`src/logic/irqrs_defs.svh`:
```
// constants of the raw interrupt status and output control block
`ifndef IRQRS_DEFS_SVH
`define IRQRS_DEFS_SVH
// register indexes (byte address is four times the index)
`define IRQRS_IDX_PIN_HI16     16'h1991
`define IRQRS_IDX_PIN_TOP8     16'h1992
`define IRQRS_IDX_FIFO_NE      16'h1995
`define IRQRS_IDX_FIFO_FULL    16'h1996
`define IRQRS_IDX_FIFO_WM      16'h1997
`define IRQRS_IDX_DMA_DONE     16'h1998
`define IRQRS_IDX_DSP_ACT      16'h199D
`define IRQRS_IDX_CTRL1        16'h1A80
`define IRQRS_IDX_CTRL2        16'h1A82
`define IRQRS_IDX_COMBINED     16'h1AA0
// field positions
`define IRQRS_BIT_MASK         11
`define IRQRS_BIT_POL          10
`define IRQRS_BIT_DRV          9
`define IRQRS_BIT_STS2         1
`define IRQRS_BIT_STS1         0
// reset values
`define IRQRS_RST_MASK         1'b0
`define IRQRS_RST_POL          1'b1
`define IRQRS_RST_DRV          1'b0
`endif

```
`src/logic/irqrs_pkg.sv`:
```
// types of the raw interrupt status and output control block
`default_nettype none
package irqrs_pkg;
   typedef enum logic [1:0] {
      IRQRS_DRV_CMOS  = 2'h0,
      IRQRS_DRV_OPEN  = 2'h1
   } irqrs_drv_t;
   typedef logic [31:0] irqrs_word_t;
endpackage
`default_nettype wire

```
`src/logic/irqrs_top.sv`:
```
// raw interrupt status registers and interrupt output stage, APB slave
// register map, word index (byte address is index * 4)
//   0x1991  pin 17..32 levels, bits 15:0
//   0x1992  pin 33..40 levels, bits 7:0
//   0x1995  event fifo not-empty, bits 7:0
//   0x1996  event fifo full, bits 7:0
//   0x1997  event fifo watermark reached, bits 7:0
//   0x1998  dsp core dma done, bits 6:0
//   0x199D  dsp core activity, bits 6:0
//   0x1A80  first output control: mask 11, polarity 10, driver 9
//   0x1A82  second output control: mask 11
//   0x1AA0  combined status: second 1, first 0
// other indexes answer with pslverr and read 0
//
// bus timing: zero wait states, pready tied high
//   setup   read data captured from the live sources
//   access  prdata and pslverr valid, writes land at this edge
//   after   prdata holds until the next read setup
// interrupt pins follow events and mask changes one edge later
`timescale 1ns/1ns
`default_nettype none
`include "irqrs_defs.svh"
module irqrs_top #(
   parameter int NPINS   = 24,
   parameter int NFIFO   = 8,
   parameter int NDSP    = 7,
   parameter int NEV1    = 16,
   parameter int NEV2    = 16
) (
   input  wire logic                  clk,
   input  wire logic                  rst_n,
   input  wire logic                  psel,
   input  wire logic                  penable,
   input  wire logic                  pwrite,
   input  wire logic [31:0]           paddr,
   input  wire logic [31:0]           pwdata,
   output logic                       pready,
   output irqrs_pkg::irqrs_word_t     prdata,
   output logic                       pslverr,
   input  wire logic [NPINS-1:0]      pinLevel,
   input  wire logic [NPINS-1:0]      pinIsGpInput,
   input  wire logic [NPINS-1:0]      dsp_owned_pin,
   input  wire logic [NFIFO-1:0]      fifoNonEmpty,
   input  wire logic [NFIFO-1:0]      fifoFull,
   input  wire logic [NFIFO-1:0]      fifoWatermark,
   input  wire logic [NDSP-1:0]       dmaDone,
   input  wire logic [NDSP-1:0]       dspActive,
   input  wire logic [NEV1-1:0]       first_channel_event,
   input  wire logic [NEV2-1:0]       second_channel_event,
   output logic                       irq1Out,
   output logic                       irq1Oe,
   output logic                       irq2Out,
   output logic                       irq2Oe
);
   import irqrs_pkg::*;

   // control bits
   logic       firstMask_r;
   logic       secondMask_r;
   logic       polarity_r;
   logic       driver_r;
   irqrs_word_t rdata_r;

   // decode: printed offsets are indexes, byte address is index * 4
   wire        access    = psel & penable;
   wire        wrStrobe  = access & pwrite;
   wire [15:0] regIdx    = paddr[17:2];
   wire        aligned   = (paddr[1:0] == 2'h0) && (paddr[31:18] == 14'h0);
   wire        selCtrl1  = aligned && (regIdx == `IRQRS_IDX_CTRL1);
   wire        selCtrl2  = aligned && (regIdx == `IRQRS_IDX_CTRL2);

   // non-gp or dsp-owned pins read 0 rather than stray levels
   wire [NPINS-1:0] pinFlags;
   for (genvar g = 0; g < NPINS; g++) begin : gen_pin
      assign pinFlags[g] = pinLevel[g] & pinIsGpInput[g] & ~dsp_owned_pin[g];
   end

   wire [31:0]      pinBus   = 32'(pinFlags);

   // combined status per channel; events arrive already masked per source
   wire first_channel_combined  = |first_channel_event;
   wire second_channel_combined = |second_channel_event;

   wire [2:0]  ctrl1Field = {firstMask_r, polarity_r, driver_r};
   wire [31:0] ctrl1Word  = 32'(ctrl1Field) << `IRQRS_BIT_DRV;
   wire [31:0] ctrl2Word  = 32'(secondMask_r) << `IRQRS_BIT_MASK;
   wire [1:0]  combField  = {second_channel_combined, first_channel_combined};

   // one select per raw register, control selects are above
   wire selPinHi    = aligned && (regIdx == `IRQRS_IDX_PIN_HI16);
   wire selPinTop   = aligned && (regIdx == `IRQRS_IDX_PIN_TOP8);
   wire selFifoNe   = aligned && (regIdx == `IRQRS_IDX_FIFO_NE);
   wire selFifoFull = aligned && (regIdx == `IRQRS_IDX_FIFO_FULL);
   wire selFifoWm   = aligned && (regIdx == `IRQRS_IDX_FIFO_WM);
   wire selDmaDone  = aligned && (regIdx == `IRQRS_IDX_DMA_DONE);
   wire selDspAct   = aligned && (regIdx == `IRQRS_IDX_DSP_ACT);
   // combined status select
   wire selComb     = aligned && (regIdx == `IRQRS_IDX_COMBINED);

   // gated read words, zero-extended to the bus width
   wire [31:0] pinHiWord;
   wire [31:0] pinTopWord;
   wire [31:0] fifoNeWord;
   wire [31:0] fifoFullWord;
   wire [31:0] fifoWmWord;
   wire [31:0] dmaDoneWord;
   wire [31:0] dspActWord;
   wire [31:0] ctrl1RdWord;
   wire [31:0] ctrl2RdWord;
   wire [31:0] combWord;

   // raw words are live views, sampled at each read setup
   irqrs_raw_word #(.WIDTH(16)) u_pinHi (
      .sel  (selPinHi),
      .raw  (pinBus[15:0]),
      .word (pinHiWord)
   );

   irqrs_raw_word #(.WIDTH(8)) u_pinTop (
      .sel  (selPinTop),
      .raw  (pinBus[23:16]),
      .word (pinTopWord)
   );

   irqrs_raw_word #(.WIDTH(NFIFO)) u_fifoNe (
      .sel  (selFifoNe),
      .raw  (fifoNonEmpty),
      .word (fifoNeWord)
   );

   irqrs_raw_word #(.WIDTH(NFIFO)) u_fifoFull (
      .sel  (selFifoFull),
      .raw  (fifoFull),
      .word (fifoFullWord)
   );

   irqrs_raw_word #(.WIDTH(NFIFO)) u_fifoWm (
      .sel  (selFifoWm),
      .raw  (fifoWatermark),
      .word (fifoWmWord)
   );

   irqrs_raw_word #(.WIDTH(NDSP)) u_dmaDone (
      .sel  (selDmaDone),
      .raw  (dmaDone),
      .word (dmaDoneWord)
   );

   irqrs_raw_word #(.WIDTH(NDSP)) u_dspAct (
      .sel  (selDspAct),
      .raw  (dspActive),
      .word (dspActWord)
   );

   irqrs_raw_word #(.WIDTH(32)) u_ctrl1Rd (
      .sel  (selCtrl1),
      .raw  (ctrl1Word),
      .word (ctrl1RdWord)
   );

   irqrs_raw_word #(.WIDTH(32)) u_ctrl2Rd (
      .sel  (selCtrl2),
      .raw  (ctrl2Word),
      .word (ctrl2RdWord)
   );

   irqrs_raw_word #(.WIDTH(2)) u_comb (
      .sel  (selComb),
      .raw  (combField),
      .word (combWord)
   );

   // and-or mux: with nothing selected the bus reads 0
   wire [31:0] rdMux = pinHiWord
                     | pinTopWord
                     | fifoNeWord
                     | fifoFullWord
                     | fifoWmWord
                     | dmaDoneWord
                     | dspActWord
                     | ctrl1RdWord
                     | ctrl2RdWord
                     | combWord;

   // hit: any mapped register selected
   wire hit = selPinHi
            | selPinTop
            | selFifoNe
            | selFifoFull
            | selFifoWm
            | selDmaDone
            | selDspAct
            | selCtrl1
            | selCtrl2
            | selComb;

   // zero-wait slave; unmapped addresses answer with an error
   assign pready  = 1'b1;
   assign pslverr = access & ~hit;
   assign prdata  = rdata_r;

   // captured in setup so the word stands through the access phase
   wire rdLoad = psel && !penable && !pwrite;

   always_ff @(posedge clk or negedge rst_n) begin
      if (!rst_n) begin
         rdata_r <= 32'h0;
      end else if (rdLoad) begin
         rdata_r <= rdMux;
      end
   end

   // only control registers take writes; raw status ignores them
   // a write to a raw register is accepted without error
   wire wrCtrl1 = wrStrobe && selCtrl1;
   wire wrCtrl2 = wrStrobe && selCtrl2;

   // first output control: mask, polarity, driver
   irqrs_ctrl_bit #(.RESET(`IRQRS_RST_MASK)) u_firstMask (
      .clk   (clk),
      .rst_n (rst_n),
      .wen   (wrCtrl1),
      .d     (pwdata[`IRQRS_BIT_MASK]),
      .q     (firstMask_r)
   );

   irqrs_ctrl_bit #(.RESET(`IRQRS_RST_POL)) u_polarity (
      .clk   (clk),
      .rst_n (rst_n),
      .wen   (wrCtrl1),
      .d     (pwdata[`IRQRS_BIT_POL]),
      .q     (polarity_r)
   );

   irqrs_ctrl_bit #(.RESET(`IRQRS_RST_DRV)) u_driver (
      .clk   (clk),
      .rst_n (rst_n),
      .wen   (wrCtrl1),
      .d     (pwdata[`IRQRS_BIT_DRV]),
      .q     (driver_r)
   );

   // second output control: mask only
   irqrs_ctrl_bit #(.RESET(`IRQRS_RST_MASK)) u_secondMask (
      .clk   (clk),
      .rst_n (rst_n),
      .wen   (wrCtrl2),
      .d     (pwdata[`IRQRS_BIT_MASK]),
      .q     (secondMask_r)
   );

   // both pins share polarity and driver style, each has its own mask
   irqrs_out_stage u_out1 (
      .clk       (clk),
      .rst_n     (rst_n),
      .combined  (first_channel_combined),
      .mask      (firstMask_r),
      .polarity  (polarity_r),
      .openDrain (driver_r),
      .pinOut    (irq1Out),
      .pinOe     (irq1Oe)
   );

   irqrs_out_stage u_out2 (
      .clk       (clk),
      .rst_n     (rst_n),
      .combined  (second_channel_combined),
      .mask      (secondMask_r),
      .polarity  (polarity_r),
      .openDrain (driver_r),
      .pinOut    (irq2Out),
      .pinOe     (irq2Oe)
   );

endmodule // irqrs_top

// zero-extends one raw status field onto the bus, gated by its select
module irqrs_raw_word #(
   parameter int WIDTH = 8
) (
   input  wire logic             sel,
   input  wire logic [WIDTH-1:0] raw,
   output logic      [31:0]      word
);
   localparam int BUSW = 32;

   // no latch: a read always shows the current condition
   wire [BUSW-1:0] wide = BUSW'(raw);
   assign word = sel ? wide : 32'h0;
endmodule // irqrs_raw_word

// one software-writable control bit with its own reset value
module irqrs_ctrl_bit #(
   parameter logic RESET = 1'b0
) (
   input  wire logic clk,
   input  wire logic rst_n,
   input  wire logic wen,
   input  wire logic d,
   output logic      q
);
   logic val_r;
   logic val_nxt;

   // hold unless this register is written in its access cycle
   assign val_nxt = wen ? d : val_r;

   // reset value differs per bit: polarity idles inverted
   always_ff @(posedge clk or negedge rst_n) begin
      if (!rst_n) begin
         val_r <= RESET;
      end else begin
         val_r <= val_nxt;
      end
   end
   assign q = val_r;
endmodule // irqrs_ctrl_bit

// one interrupt pin: registered activity, polarity and driver style
// the pin lags the combined status by one edge; that buys a
// glitch-free pin while event inputs settle
module irqrs_out_stage (
   input  wire logic clk,
   input  wire logic rst_n,
   input  wire logic combined,
   input  wire logic mask,
   input  wire logic polarity,
   input  wire logic openDrain,
   output logic      pinOut,
   output logic      pinOe
);
   logic active_r;
   logic active_nxt;
   logic level;

   // a masked channel keeps its status but stays quiet on the pin
   assign active_nxt = combined & ~mask;

   always_ff @(posedge clk or negedge rst_n) begin
      if (!rst_n) begin
         active_r <= 1'b0;
      end else begin
         active_r <= active_nxt;
      end
   end

   // inverted polarity puts the idle pin high, matching a pull-up
   assign level  = active_r ^ polarity;
   assign pinOut = level;

   // open drain drives only the asserted level and releases otherwise
   assign pinOe  = openDrain ? active_r : 1'b1;
endmodule // irqrs_out_stage
`default_nettype wire

```
`config.mk`:
```
export PLATFORM = sky130hd
export DESIGN_NAME = irqrs_top
export DESIGN_NICKNAME = d
export VERILOG_FILES = /design/src/logic/irqrs_pkg.sv /design/src/logic/irqrs_top.sv
export VERILOG_INCLUDE_DIRS = /design/src /design/src/logic
export SDC_FILE = /design/constraint.sdc
export NUM_CORES = 1
export LEC_CHECK = 0
export BUFFER_PORTS_ARGS = -buffer_cell sky130_fd_sc_hd__buf_2
export CAP_MARGIN = 10
export CORE_AREA = 3 3 95 97
export DETAILED_ROUTE_END_ITERATION = 10
export DIE_AREA = 0 0 98 100
export PLACE_DENSITY = 0.61
export SLEW_MARGIN = 10
export SYNTH_ARGS = -nofsm -noshare
export SYNTH_HDL_FRONTEND = slang
export SYNTH_SLANG_ARGS = --single-unit
```
`constraint.sdc`:
```
create_clock -name clk -period 1.9 [get_ports clk]
set_input_delay 0 -clock clk [delete_from_list [all_inputs] [get_ports clk]]
set_output_delay 0 -clock clk [all_outputs]
set_load 0.01 [all_outputs]
```
==> summary.md, run 1 <==
| Metric | Value |
|---|---|
| Max cap viols | `0` |
| P&R area growth vs syn | `74.4%` |
| Drt wl/cell | `15.1 um` |
| Antenna cell count | `0` |
| ANT nets after route | `0` |
| Slew Viols, Final | `0` |
| Synth top area share | `between 20% and 30%` |
| NetSw | `~320 uW` |
| Cell area after layout | `0.00322 mm2` |
| Clk_lat worst skew | `approximately 0.26 ns` |
| Via count | `roughly 2.5k` |
| Fin crit share | `between 80% and 90%` |
| Starting utilization of the core area | `22.5%` |
| Setup Viol. Count Final | `0` |
| Total CTS buffers | `3` |
| Cell taking the most area after synthesis | `dfrtp_1` |
| PwrDens | `398 mW/mm2` |
| DIE AREA | `a little under 0.01 mm2` |
| Internal Pwr Total | `964 uW` |
| First-pass GRT wire length | `12300 um` |
| Number of synthesized register bits | `22` |
| RSZ-0062 raised after global routing | `no` |
| Clk slew on worst S/H paths | `0.09 ns` |
| Highest clock rate | `roughly 630 MHz` |
| DRT iter0 DRCs | `85` |
| Dpl ws | `-0.0112 ns` |
| Worst EP arrival | `1.77 ns` |
| # H-tree levels | `1` |
| I/O Buffers | `202` |
| Seq pwr share | `a little over a third` |
| Total gr overflow | `0` |
| Slowest stage delay, CP | `0.55 ns` |
| Final nets | `662` |
| Largest net degree at the start of global routing | `23` |
| Final hold viol count | `1` |
| Synth area leaders | `dfrtp_1 28%, nand2_1 7.1%, buf_4 6.9%, nor4_1 6.8%, mux2_2 6.7%` |
| Failing checks | `hold timing` |
| Clk buf depth | `2` |
| Synth Flop Type | `dfrtp_1` |
| GRT Util Overall | `between 15 and 20%` |
| Hold path startpoint | `dsp_owned_pin[8]` |
| Worst hold slack | `-0.00101 ns` |
| Avg Inst Size Synth | `8.20 um2` |
| Least-Margin Pin Slew | `0.697 ns` |
| CTS tree | `done` |
| Die X | `98 um` |
| Crit Path Class | `input port to flop` |
| Largest fanout on the critical path | `8` |
| FF-to-FF setup slack | `0.90 ns` |
| Hpwl dp | `7170 um` |
| Seq/Total Area, Yosys | `around 30%` |
| FF-to-FF Start | `u_secondMask.q` |
| Crit. End Element | `flop` |
| Synthesized instance count | `225` |
| I/O Pins | `249` |
| Crit path time final | `1.59 ns` |
| Worst path cell trace | `buf_2 -> or4bb_1 -> or4_1 -> or2_1 -> o31ai_2` |
| Slack of the critical path | `roughly 0.31 ns` |
| Worst Setup SP | `paddr[7]` |
| RePlAce Congestion | `just under 0.8` |
| Placed standard-cell area | `0.00299 mm2` |
| Root Buffer | `clkbuf_8` |
| Via-to-Cell Ratio | `4.57` |
| Hold Crit Class | `input port to flop` |
| CTS Sinks | `22` |
| EDFF count, synth | `0` |
| Die Span Y | `100 um` |
| Power share of the clock group | `34.4%` |
| Leakage power | `around 1.6 nW` |
| Remaining DRCs | `0` |
| Unique masters post-synth | `42` |
| Ys async rst share | `100%` |
| Row count | `33` |
| Fill cell count | `894` |
| Startpoint types | `input port` |
| Layout cells sized above 1 | `53.1%` |
| Number of global-route vias before repair | `2602` |
| Synth Warn # | `0` |
| DRT Pass-1 Iters | `4` |
| Post-CTS sizing | `0` |
| Worst path slowest cell | `or4_1` |
| Slew headroom | `53.4%` |
| WL final | `8380 um` |
| Sw Ratio | `24.8%` |
| Logic pwr share | `29.1%` |
| Peak supply drop | `0.370 mV` |
| Status | `complete, but fails checks` |
| Initial antenna violation count | `0` |
| Post-CTS Repair Setup Buffers | `0` |
| Data required, critical path | `2.08 ns` |
| Synthesized area | `around 0.0018 mm2` |
| CORE AREA | `0.00822 mm2` |
| Layout Skew | `0.00352 ns` |
-- final cells by class --
| class | instances | area [um2] | area share [%] |
|---|---|---|---|
| repair buffers | 234 | 1290 | 40.1 |
| multi-input cells | 189 | 1170 | 36.3 |
| flip-flops and latches | 22 | 552 | 17.1 |
| well taps | 105 | 131 | 4.08 |
| clock buffers | 3 | 41.3 | 1.28 |
| clock inverters | 1 | 30.0 | 0.933 |
| inverters | 1 | 3.75 | 0.117 |
-- worst max-delay path: cells and delay by family --
family          cells  cell delay, ns
buf+inv             1            0.10
compound gates      1            0.25
simple gates        3            1.42
-- sequential cells by signal, indices dropped and copies added (netlist names) --
name	flops
prdata	16
u_driver.q	1
u_firstMask.q	1
u_out1.active_r	1
u_out2.active_r	1
u_polarity.q	1
u_secondMask.q	1
-- metrics by stage --
step	cells	power, mW	TNS (ns)	utilization (%)	hold slack, ns
floorplan	240	0.614	0	-	-0.296
global placement	535	0.822	-0.00429	36.3	0.00680
detailed placement	535	0.827	-0.0268	36.3	0.00781
CTS	555	1.31	0	39.2	0.00116
global route	555	1.37	0	39.2	0.0159
finish	555	1.28	0	39.2	-0.00101
-- cells in the mapped netlist (2+ instances only) --
| master | n |
|---|---|
| nand2b_1 | 3 |
| clkbuf_1 | 7 |
| nor4bb_1 | 3 |
| a2111oi_0 | 2 |
| conb_1 | 2 |
| nor4_1 | 20 |
| mux2i_1 | 2 |
| a21oi_1 | 3 |
| nand3b_1 | 6 |
| o31ai_1 | 2 |
| a22o_1 | 5 |
| nor2b_1 | 4 |
| dfrtp_1 | 21 |
| mux2_2 | 11 |
| o31ai_2 | 2 |
| nor3b_1 | 3 |
| nand4_1 | 4 |
| xor2_1 | 2 |
| nand2_1 | 35 |
| nor2_1 | 10 |
| and3_1 | 2 |
| nor3_1 | 16 |
| buf_4 | 17 |
| o21ai_0 | 14 |
| a22oi_1 | 10 |
| buf_1 | 2 |
| a32oi_1 | 2 |
-- placed cells by master (no fill, tap or decap), drive strengths merged, types with 3 or more instances in the layout --
cell type | synthesis | layout
a21oi | 3 | 3
a22o | 5 | 5
a22oi | 10 | 10
buf | 20 | 218
clkbuf | 8 | 3
conb | 2 | 17
dfrtp | 21 | 21
dlygate4sd3 | 0 | 16
mux2 | 11 | 11
nand2 | 35 | 35
nand2b | 3 | 3
nand3b | 6 | 6
nand4 | 4 | 4
nor2 | 10 | 10
nor2b | 4 | 4
nor3 | 16 | 16
nor3b | 3 | 3
nor4 | 20 | 20
nor4bb | 3 | 3
o21ai | 14 | 14
o31ai | 5 | 5
-- logic make-up after synthesis --
logic type	synth area share (%)
AO/OA/AOI/OAI	17.8
AND/OR/NAND/NOR	33.4
XOR/XNOR	0.949
multiplexers	7.80
other	0.407
flip-flops	29.9
buffers and inverters	9.83
-- power groups by stage --
stage,registers (mW),logic [mW],clock network (mW)
2_1_floorplan,0.477,0.137,0
3_5_place_dp,0.477,0.350,0
4_1_cts,0.468,0.376,0.463
5_1_grt,0.468,0.415,0.482
6_report,0.468,0.373,0.440
3_3_place_gp,0.477,0.345,0
-- path summary, 6_finish.rpt --
check	cells past startpoint	to
setup / recovery	5	prdata[11]
hold / removal	3	prdata[8]
setup reg to reg	4	prdata[11]
hold reg to reg	1	u_out2.active_r
max in group asynchronous	2	u_polarity.q
min in group asynchronous	2	u_driver.q
-- metal layers --
layer | part of all wire, % | wire (um) | global-route usage, % | vias up
li1 | - | - | - | 1262
met1 | 35 | 2910 | 15.3 | 1110
met2 | 55 | 4580 | 33.3 | 159
met3 | 8.9 | 746 | 3.34 | 8
met4 | 1.7 | 142 | 4.05 | 0
met5 | 0 | 0 | 0 | -
-- repair_timing --
item | in CTS | in global routing
hold buffers | 16 | 0
endpoints found under the setup margin | 0 | 0
endpoints found under the hold margin | 31 | 0
Note: power is estimated with default switching activity, not from simulation.
==> inputs of run 2 (changes only) <==
--- a/config.mk
+++ b/config.mk
@@ -6,12 +6,13 @@
 export SDC_FILE = /design/constraint.sdc
 export NUM_CORES = 1
 export LEC_CHECK = 0
+export ABC_AREA = 1
 export BUFFER_PORTS_ARGS = -buffer_cell sky130_fd_sc_hd__buf_2
 export CAP_MARGIN = 10
 export CORE_AREA = 3 3 95 97
 export DETAILED_ROUTE_END_ITERATION = 10
 export DIE_AREA = 0 0 98 100
-export PLACE_DENSITY = 0.61
+export PLACE_DENSITY = 0.69
 export SLEW_MARGIN = 10
 export SYNTH_ARGS = -nofsm -noshare
 export SYNTH_HDL_FRONTEND = slang
==> constraint.sdc (replaced) <==
create_clock -name clk -period 1.45 [get_ports clk]
set_input_delay 0 -clock clk [delete_from_list [all_inputs] [get_ports clk]]
set_output_delay 0 -clock clk [all_outputs]
set_load 0.01 [all_outputs]
==> summary.md, run 2 <==
| Metric | Value |
|---|---|
| Status | `completed` |
| Avg Inst Size Synth | `between 5 and 6 um2` |
| Commonest non-fill, non-tap cell in the layout | `buf_2` |
| Row count | `33` |
| Seq/Total Area, Yosys | `24.0%` |
| I/O Buffers | `202` |
| Slew Viols, Final | `0` |
| Ys async rst share | `100%` |
| Highest clock rate | `about 720 MHz` |
| Total gr overflow | `0` |
| Layout cells sized above 1 | `42.7%` |
| Slack of the critical path | `0.0699 ns` |
| DRT Pass-1 Iters | `4` |
| Initial antenna violation count | `0` |
| Worst hold slack | `0.0695 ns` |
| Via-to-Cell Ratio | `4.48` |
| Clk_lat worst skew | `0.26 ns` |
| Largest net degree at the start of global routing | `23` |
| Worst path cell trace | `dlygate4sd3_1 -> buf_2 -> nand2_1 -> dlygate4sd3_1 -> o41ai_1` |
| RePlAce Congestion | `0.898` |
| Least-Margin Pin Slew | `0.551 ns` |
| Crit Path Class | `input port to flop` |
| Crit path time final | `1.38 ns` |
| Slowest stage delay, CP | `0.54 ns` |
| Die X | `98 um` |
| Cells on worst reg2reg path | `2` |
| CTS Sinks | `22` |
| DRT iter0 DRCs | `91` |
| Data required, critical path | `roughly 1.6 ns` |
| Synth area leaders | `dfrtp_1 23%, nand2_1 20%, nor2_1 13%, nand3_1 7.6%, buf_4 6.2%` |
| Most frequent cells in the layout | `202 x buf_2, 120 x nand2_1, 72 x nor2_1, 35 x nand3_1, 33 x inv_1` |
| Cell taking the most area after synthesis | `dfrtp_1` |
| Slew headroom | `63.3%` |
| Final nets | `around 840` |
| Synth Flop Type | `dfrtp_1` |
| Clk slew on worst S/H paths | `0.09 ns` |
| Final core utilization | `46.2%` |
| Worst EP arrival | `1.53 ns` |
| Max cap viols | `0` |
| Number of synthesized register bits | `22` |
| Crit. End Element | `flop` |
| Via count | `between 3k and 4k` |
| Starting utilization of the core area | `roughly 28%` |
| DIE AREA | `0.00980 mm2` |
| Remaining DRCs | `0` |
| Total CTS buffers | `3` |
| Unique masters post-synth | `29` |
| CORE AREA | `around 0.0082 mm2` |
| Count leader, synth | `nand2_1` |
| Number of global-route vias before repair | `between 3k and 4k` |
| CTS tree | `done` |
| Die Span Y | `approximately 100 um` |
| Startpoint types | `input port` |
| Setup Viol. Count Final | `0` |
| Synthesized area | `0.00230 mm2` |
| Hpwl dp | `a little under 8000 um` |
| Largest fanout on the critical path | `1` |
| Dpl ws | `-0.0811 ns` |
| # H-tree levels | `1` |
| Final hold viol count | `0` |
| Synth Warn # | `0` |
| Hold Path Depth | `5` |
| ANT nets after route | `0` |
| P&R area growth vs syn | `64.8%` |
| First-pass GRT wire length | `14700 um` |
| Synth top area share | `around 23%` |
| Layout Skew | `0.00104 ns` |
| Max reg flops | `16` |
| WL final | `9520 um` |
| Leakage power | `2.15 nW` |
| Antenna cell count | `0` |
| Root Buffer | `clkbuf_8` |
| Most common cell on crit path | `dlygate4sd3_1` |
| PwrDens | `between 400 and 500 mW/mm2` |
| Worst path slowest cell | `dlygate4sd3_1` |
| I/O Pins | `approximately 250` |
| Clk buf depth | `2` |
| Synthesized instance count | `391` |
| Drt wl/cell | `13.0 um` |
| Most frequent cells after synthesis | `121 x nand2_1, 79 x nor2_1, 35 x inv_1, 35 x nand3_1, 21 x dfrtp_1` |
| EDFF count, synth | `0` |
| Fin crit share | `between 90% and 100%` |
| Hold Crit Class | `input port to flop` |
| Setup TNS | `0 ns` |
| GRT Util Overall | `18.3%` |
| Peak supply drop | `0.301 mV` |
-- run 2: changes by cell type in the layout (fill, tap and decap cells not counted), moves of 9 or more --
| cell | change |
|---|---|
| nor2_2 | +11 |
| nand3_1 | +34 |
| or2_2 | +9 |
| a22oi_1 | -10 |
| nor3_1 | -16 |
| inv_1 | +32 |
| o21ai_0 | -11 |
| nor4_1 | -20 |
| nor2_1 | +62 |
| mux2_2 | -11 |
| nand2_1 | +85 |
-- run 2: where the power goes --
part	internal, mW	switching [mW]
Clock	0.242	0.215
Combinational	0.335	0.280
Sequential	0.661	0.0234
-- run 2: final cells by class --
| class | count | area (um2) |
|---|---|---|
| clock buffers | 4 | 55.1 |
| fillers | 854 | 4420 |
| inverters | 37 | 139 |
| multi-input cells | 325 | 1540 |
| flip-flops and latches | 22 | 552 |
| well taps | 105 | 131 |
| repair buffers | 242 | 1380 |
-- run 2: kinds of logic after synthesis --
| family | after synthesis | share of synthesized area (%) |
|---|---|---|
| buffers and inverters | 60 | 13.6 |
| AOI/OAI and AO/OA | 31 | 8.31 |
| other | 2 | 0.326 |
| and+or+nand+nor | 274 | 53.1 |
| DFF | 22 | 24.0 |
| xor gates and xnor gates | 2 | 0.761 |
-- run 2: timing repair --
item / CTS / global route
pin swaps: 1 / 5
setup endpoints to repair: 1 / 2
gates resized for setup: 1 / 14
buffers inserted: 2 / 8
gates cloned: 0 / 1
hold buffers: 19 / 0
endpoints found under the hold margin: 30 / 0
-- run 2: metrics by stage --
| step | total power, mW | instances | instance area (um2) |
|---|---|---|---|
| 5_1_grt | 1.88 | 735 | 3800 |
| 4_1_cts | 1.77 | 726 | 3690 |
| 3_3_place_gp | 1.25 | 701 | 3420 |
| 3_5_place_dp | 1.26 | 701 | 3420 |
| 2_1_floorplan | 0.944 | 406 | 2360 |
| 6_report | 1.76 | 735 | 3800 |
-- run 2: final timing paths --
check                             endpoint  slack [ns]              from
hold / removal                   prdata[1]        0.07        dmaDone[1]
setup reg to reg                 prdata[5]        0.51         prdata[5]
max in group asynchronous     u_polarity.q        0.83             rst_n
setup / recovery                prdata[15]        0.07  pinIsGpInput[15]
hold reg to reg            u_out1.active_r        0.47     u_firstMask.q
min in group asynchronous       prdata[15]        0.25             rst_n
-- run 2: metal layers --
layer | up-vias | global-route usage (%) | share of wire, %
li1 | 1672 | - | -
met1 | 1434 | 20.3 | 38
met2 | 166 | 35.5 | 52
met3 | 18 | 3.20 | 7.6
met4 | 0 | 4.90 | 2.5
met5 | - | 0 | 0
-- run 2: worst max-delay path, delay by kind of cell --
kind                   cells  cell delay [ns]
AO/OA/AOI/OAI              1             0.32
buffers and inverters      3             1.17
AND/OR/NAND/NOR            1             0.03
